===== config.mk =====
export PLATFORM = sky130hd
export DESIGN_NAME = uart_rx_clock_data_recovery
export DESIGN_NICKNAME = d
export VERILOG_FILES = /design/src/verilog/uart_rx_clock_data_recovery.v /design/src/verilog/rx_frame_reg.v
export VERILOG_INCLUDE_DIRS = /design/src /design/src/inc
export SDC_FILE = /design/constraint.sdc
export NUM_CORES = 1
export LEC_CHECK = 0
export BUFFER_PORTS_ARGS = -buffer_cell sky130_fd_sc_hd__buf_4
export CORE_ASPECT_RATIO = 2
export CORE_MARGIN = 2
export CORE_UTILIZATION = 53
export DETAILED_ROUTE_END_ITERATION = 8
export PLACE_DENSITY = 0.75
export SETUP_SLACK_MARGIN = 0.4
export SYNTH_ARGS = -nofsm -noshare
export SYNTH_HDL_FRONTEND = slang
export SYNTH_SLANG_ARGS = --single-unit

===== constraint.sdc =====
create_clock -name clk -period 1.4 [get_ports clk]
set_input_delay 0.07 -clock clk [delete_from_list [all_inputs] [get_ports clk]]
set_output_delay 0.07 -clock clk [all_outputs]
set_load 0.05 [all_outputs]

===== src/inc/rx_recovery_defs.vh =====
// constants for the receive clock and data recovery block
`ifndef RX_RECOVERY_DEFS_VH
`define RX_RECOVERY_DEFS_VH
`define SPB_NORMAL     5'h10
`define SPB_DOUBLE     5'h08
`define VOTE_FIRST_N   5'h08
`define VOTE_LAST_N    5'h0A
`define VOTE_FIRST_D   5'h04
`define VOTE_LAST_D    5'h06
`define BITS_MIN       4'h5
`define BITS_MAX       4'hA
`endif


===== src/verilog/uart_rx_clock_data_recovery.v =====
// oversampling start detection and majority-vote bit recovery for an async receiver
`timescale 1ns/1ps
`include "rx_recovery_defs.vh"
module uart_rx_clock_data_recovery (
  // clock and reset
  input  wire        clk,
  input  wire        rst_n,
  // configuration
  input  wire        double_speed_select,
  input  wire [3:0]  frame_bits,
  input  wire        sample_tick,
  // serial line
  input  wire        rxd,
  // recovered frame
  output reg         frame_valid,
  output wire [9:0]  receive_data_port,
  output wire        frame_error_flag,
  output wire        busy
);
  localparam IDLE  = 2'h0;
  localparam START = 2'h1;
  localparam DATA  = 2'h2;
  localparam STOP  = 2'h3;
  // IDLE waits for a falling edge seen at a tick
  // START votes the start bit and drops spikes
  // DATA votes each data and parity bit
  // STOP votes the first stop bit only

  // reset and line synchronisers
  reg        rst_s1;
  reg        rst_s2;
  reg        rxd_s1;
  reg        rxd_s2;
  reg        rxd_prev;
  // recovery state and per-frame settings
  reg [1:0]  state;
  reg [4:0]  sample;
  reg [3:0]  bit_idx;
  reg [3:0]  nbits;
  reg        dbl;
  reg [2:0]  votes;
  reg [9:0]  shift;
  reg        next_bit;
  reg [9:0]  next_shift;
  wire [10:0] frame_q;

  // one mode select shared by every per-mode count
  function [4:0] mode_pick;
    input       fast;
    input [4:0] slow_val;
    input [4:0] fast_val;
    begin
      mode_pick = fast ? fast_val : slow_val;
    end
  endfunction

  function maj3;
    input [2:0] v;
    begin
      maj3 = (v[0] & v[1]) | (v[0] & v[2]) | (v[1] & v[2]);
    end
  endfunction

  // out-of-range lengths clamped rather than refused
  function [3:0] clamp_bits;
    input [3:0] b;
    begin
      if (b < `BITS_MIN)
        clamp_bits = `BITS_MIN;
      else if (b > `BITS_MAX)
        clamp_bits = `BITS_MAX;
      else
        clamp_bits = b;
    end
  endfunction

  // all state leaves reset on one edge
  always @(posedge clk or negedge rst_n) begin
    if (!rst_n) begin
      rst_s1 <= 1'b0;
      rst_s2 <= 1'b0;
    end else begin
      rst_s1 <= 1'b1;
      rst_s2 <= rst_s1;
    end
  end

  // line idles high, so sync flops reset to one to avoid a false edge
  always @(posedge clk or negedge rst_s2) begin
    if (!rst_s2) begin
      rxd_s1 <= 1'b1;
      rxd_s2 <= 1'b1;
    end else begin
      rxd_s1 <= rxd;
      rxd_s2 <= rxd_s1;
    end
  end

  // per-mode counts follow the latched mode, so a frame keeps one rate
  wire [4:0] spb        = mode_pick(dbl, `SPB_NORMAL, `SPB_DOUBLE);
  wire [4:0] vote_first = mode_pick(dbl, `VOTE_FIRST_N, `VOTE_FIRST_D);
  wire [4:0] vote_last  = mode_pick(dbl, `VOTE_LAST_N, `VOTE_LAST_D);
  // three-sample window around the bit centre
  wire       in_vote    = (sample >= vote_first) && (sample <= vote_last);
  wire       vote_done  = (sample == vote_last);
  wire [2:0] votes_now  = {votes[1:0], rxd_s2};
  // high majority at the last start vote means a spike
  wire       start_noise = vote_done && maj3(votes_now);
  wire       last_bit    = (bit_idx == nbits - 4'h1);

  // two stored votes plus the live sample
  always @* begin
    next_bit = maj3(votes_now);
    next_shift = shift;
    next_shift[bit_idx] = next_bit;
  end

  // sampling state machine, moves on ticks only
  always @(posedge clk or negedge rst_s2) begin
    if (!rst_s2) begin
      state       <= IDLE;
      sample      <= 5'h00;
      bit_idx     <= 4'h0;
      nbits       <= `BITS_MIN;
      dbl         <= 1'b0;
      votes       <= 3'h0;
      shift       <= 10'h000;
      rxd_prev    <= 1'b1;
      frame_valid <= 1'b0;
    end else begin
      frame_valid <= 1'b0;
      if (sample_tick) begin
        rxd_prev <= rxd_s2;
        case (state)
          IDLE: begin
            // counter parked at zero between frames
            sample <= 5'h00;
            if (rxd_prev && !rxd_s2) begin
              // mode and length latched per frame so mid-frame changes cannot tear it
              state   <= START;
              sample  <= 5'h02;
              dbl     <= double_speed_select;
              nbits   <= clamp_bits(frame_bits);
              bit_idx <= 4'h0;
              shift   <= 10'h000;
            end
          end

          START: begin
            sample <= sample + 5'h01;
            if (in_vote) begin
              votes <= votes_now;
            end
            if (vote_done) begin
              if (start_noise) begin
                state <= IDLE;
              end
            end
            if (sample == spb) begin
              state  <= DATA;
              sample <= 5'h01;
            end
          end

          DATA: begin
            sample <= sample + 5'h01;
            if (in_vote) begin
              votes <= votes_now;
            end
            if (vote_done) begin
              // bit written once its three votes are in
              shift <= next_shift;
            end
            if (sample == spb) begin
              sample <= 5'h01;
              if (last_bit) begin
                state <= STOP;
              end else begin
                bit_idx <= bit_idx + 4'h1;
              end
            end
          end

          STOP: begin
            sample <= sample + 5'h01;
            if (in_vote) begin
              votes <= votes_now;
            end
            if (vote_done) begin
              // rest of the stop bit and any extra stop bits are not waited for
              frame_valid <= 1'b1;
              state       <= IDLE;
              sample      <= 5'h00;
              rxd_prev    <= rxd_s2;
            end
          end

          default: state <= IDLE;
        endcase
      end
    end
  end

  // same strobe as frame_valid so data and flag land together
  wire frame_wr = sample_tick && (state == STOP) && vote_done;

  // one register for data and flag keeps them paired; flag is the inverted stop vote
  rx_frame_reg #(
    .WIDTH (11)
  ) u_frame (
    .clk   (clk),
    .rst_n (rst_s2),
    .wr    (frame_wr),
    .wdata ({~maj3(votes_now), shift}),
    .rdata (frame_q)
  );

  // data and flag straight from the frame register, busy decoded from the state
  assign receive_data_port = frame_q[9:0];
  assign frame_error_flag  = frame_q[10];
  assign busy              = (state != IDLE);
endmodule


===== src/verilog/rx_frame_reg.v =====
// output register holding one recovered frame and its frame error flag
`timescale 1ns/1ps
module rx_frame_reg #(
  parameter WIDTH = 11
) (
  // clock and reset
  input  wire             clk,
  input  wire             rst_n,
  // write side
  input  wire             wr,
  input  wire [WIDTH-1:0] wdata,
  // read data
  output reg  [WIDTH-1:0] rdata
);
  always @(posedge clk or negedge rst_n) begin
    if (!rst_n) begin
      rdata <= {WIDTH{1'b0}};
    end else if (wr) begin
      rdata <= wdata;
    end
  end
endmodule


==> summary.md <==
| Metric | Value |
|---|---|
| Final-report setup violation count | `a little over 40` |
| Initial antenna violation count | `0` |
| Setup slack, reg-to-reg | `-0.72 ns` |
| Global route overflow | `0` |
| Share of the yosys chip area belonging to registers | `0.4786` |
| Highest Clock Rate | `471.7 MHz` |
| Critical path arrival | `2.35 ns` |
| Async SR Flop Fraction | `1.000` |
| Filler Cell Count | `211` |
| Initial Util | `0.5453` |
| Insertion delay to the later sink of the worst-skew pair | `0.31 ns` |
| Count of port buffers added during placement | `21` |
| Count of cells along the worst register-to-register path | `7` |
| VDD IR max | `about 0.0019 V` |
| Post-detailed-route wirelength per cell | `~20 um` |
| Max transition margin | `0.6604` |
| Post-synthesis area per instance | `between 10 and 15 um^2` |
| Cells along the critical path | `buf_4 > buf_4 > or3b_4 > nor2_2 > a31oi_2 > nor4_4 > mux2i_1` |
| Number of buffers added by the clock tree synthesis step | `5` |
| Violated checks | `negative setup slack` |
| Num rows | `34` |
| Min-Delay Endpoint | `nbits[0]` |
| Cell with the most instances on the worst path | `buf_4` |
| Leading post-synthesis cells by cell area | `dfrtp_1, ha_1, mux2_2, dfstp_2, mux2i_1` |
| Detail Placement HPWL | `4364 um` |
| CTS sink count | `45` |
| Global-route wire length before repair | `11800 um` |
| Fraction of layout cells with a size suffix above 1 | `0.5619` |
| Die H | `between 90 and 100 um` |
| Detailed-route via count | `2155` |
| Tightest Hold Check Type | `primary input to flop` |
| Reg2Reg Launch Point | `sample[2]` |
| Post-route core utilization | `0.8599` |
| Cell area after technology mapping | `about 2400 um^2` |
| Post-detailed-route via-to-cell ratio | `5.840` |
| Worst-margin pin slew | `0.5094 ns` |
| Setup repair after global routing missed its margin | `yes` |
| Final antenna-violating net count | `0` |
| Pin count of the biggest net entering global routing | `21` |
| Post-route non-filler standard cell count | `369` |
| Layout net count | `338` |
| Top flip-flop cell by instance count after synthesis | `dfrtp_1` |
| Multi-input combinational cell area | `1562 um^2` |
| Yosys synthesis warning count | `0` |
| Worst setup margin | `-0.7200 ns` |
| ANT cells | `0` |
| Buf/Inv on CP | `2` |
| Worst hold path cell count | `4` |
| Synthesized netlist cell count | `222` |
| Post-placement setup slack | `-0.7885 ns` |
| Growth of design area from synthesis to finish | `57.69%` |
| Number of max-cap violations | `0` |
| Synth Net Count | `246` |
| Status | `finished with violations` |
| Fraction of synthesized cell area taken by the top area cell type | `0.4231` |
| Critical path start-end classification | `flop to flop` |
| Violation count after the first detailed-routing iteration | `51` |
| Die Footprint | `about 5000 um^2` |
| DRC violation count after routing | `0` |
| Yosys top cell by area | `dfrtp_1` |
| Category of cells accounting for the largest share of critical-path delay | `simple AND/OR/NAND/NOR gates` |
| Root Buffer | `clkbuf_8` |
| Fin crit period | `2.120 ns` |
| Slowest cell on the critical path | `dfrtp_1` |
| Nature of the critical path startpoint | `flop` |
| Die span in x | `51.25 um` |
| Clock tree from TritonCTS | `built` |
| Power per cell area | `1912 nW/um^2` |
| Type of element capturing the critical path | `flop` |
| DR pass1 iterations | `4` |
| Num ports | `22` |
| Number of cells after detailed placement | `roughly 340` |
| EDFF count, synth | `0` |
| Floorplan Core Area | `4339 um^2` |
| Post-synthesis sequential element count | `45` |
| Routability congestion estimate | `0.9034` |
| Maximum count of clock buffers along a single path | `2` |
| Global-route total usage across every layer | `0.3169` |
| Detailed Route WL | `7552 um` |
| Highest fanout seen on the critical path | `4` |
| Count of distinct cell types in the synthesized netlist | `44` |
| Register area | `1135 um^2` |
| Startpoint of the tightest hold check path | `frame_bits[1]` |
| Endpoints failing hold | `0` |
| Clock slew seen by the registers of the worst setup and hold paths | `0.08 ns` |
| Clock H-tree levels | `2` |
| Worst setup skew after layout | `roughly 0.0079 ns` |
| Slowest Stage Delay on Critical Path | `0.43 ns` |
| Data required time at the worst endpoint | `1.63 ns` |
| Final clock period utilization by the worst path | `1.514` |
| Pleak | `approximately 1.7 nW` |
| Total count of max-transition violations in the final report | `0` |
| Number of global-route vias before repair | `2438` |
-- power breakdown --
group          total [mW]  switching, mW  internal, mW
Sequential           1.74          0.204          1.54
Combinational        4.35           2.19          2.16
Clock                1.04          0.460         0.582
Total                7.13           2.85          4.28
-- registers in the layout, summed over array words and instances (netlist names), 2 cells and up, named ones only --
signal,flops
u_frame.rdata,11
nbits,4
shift,10
votes,2
sample,5
bit_idx,4
-- cell families (layout without fill, tap and decap cells) --
family                   Yosys count  after routing  synth area share
AND/OR/NAND/NOR                   65             65            0.1433
AO/OA/AOI/OAI                     45             45            0.1174
flip-flops                        45             45            0.4786
multiplexers                      25             25            0.1142
buffers and inverters             19            112           0.03279
adder cells (fa/ha/maj)           16             16           0.08355
XOR/XNOR                           6              6           0.02855
other                              1              1          0.001585
-- metrics by stage --
stage | setup TNS, ns | hold WS, ns | instance area (um^2) | power, mW
after global placement | -16.99 | -0.1474 | 3079 | 4.577
after detailed placement | -19.22 | -0.1465 | 3079 | 4.673
after CTS | -17.70 | 0.06064 | 3557 | 6.440
after global routing | -24.99 | 0.08343 | 3731 | 7.482
final | -22.59 | 0.06783 | 3731 | 7.134
after floorplan | -13.55 | -0.2256 | 2521 | 3.458
-- worst min-delay path, cell delays in order --
cell and delay, ns:
buf_4 0.09, o21ai_0 0.06, o21ai_0 0.09, o21ai_2 0.07
-- per-layer routing --
| metal | track usage | share of wire |
|---|---|---|
| met2 | 0.5824 | 0.57 |
| met5 | 0 | 0 |
| met3 | 0.06212 | 0.027 |
| met4 | 0.1862 | 0.056 |
| met1 | 0.3124 | 0.35 |
-- cell usage in the layout (no fill, tap or decap), drive strengths merged, types with 2 or more instances in the layout --
| cell | instances |
|---|---|
| a21o | 5 |
| a21oi | 8 |
| a41oi | 2 |
| and3 | 4 |
| buf | 87 |
| clkbuf | 7 |
| dfrtp | 40 |
| dfstp | 5 |
| dlygate4sd3 | 4 |
| ha | 15 |
| inv | 12 |
| mux2 | 16 |
| mux2i | 9 |
| nand2 | 18 |
| nand2b | 4 |
| nand3 | 11 |
| nand4 | 2 |
| nor2 | 8 |
| nor3 | 5 |
| nor3b | 6 |
| nor4 | 2 |
| o21ai | 18 |
| o31ai | 2 |
| or3 | 2 |
| xnor2 | 4 |
-- Yosys cell counts, drive strengths merged, types with 2 or more instances --
master,number
nand2,18
clkbuf,3
nand3,11
nor2,8
a21o,5
mux2i,9
nand4,2
nor3,5
ha,15
o31ai,2
or3,2
xnor2,4
and3,4
dfrtp,40
dfstp,5
buf,3
a21oi,8
o21ai,18
nor3b,6
mux2,16
inv,13
nor4,2
nand2b,4
a41oi,2
-- what timing repair did --
item / CTS / global route
pin swaps: 32 / 12
cloned: 1 / 0
hold endpoints to repair: 5 / 0
resized for setup: 46 / 31
setup buffers: 14 / 4
hold buffers: 4 / 0
setup endpoints to repair: 41 / 41
-- cell type report --
class                      instances  share of cell area
timing repair buffer              91              0.2140
multi-input combinational        158              0.4185
inverter                          13             0.01408
tap                               54             0.01811
clock inverter                     1            0.008048
sequential                        45              0.3042
clock buffer                       7             0.02314
-- worst max-delay path by stage --
stage                     startpoint          to  slack [ns]  depth (start not counted)
final                      sample[2]        flop       -0.72                          7
after global routing       sample[2]    shift[9]       -0.77                         10
after CTS                        dbl  bit_idx[3]       -0.59                          6
after detailed placement         dbl        flop       -0.79                          6
after global placement           dbl        flop       -0.73                          6
after floorplan             nbits[0]        flop       -0.51                          7
Power figures use the tool's default switching activity.
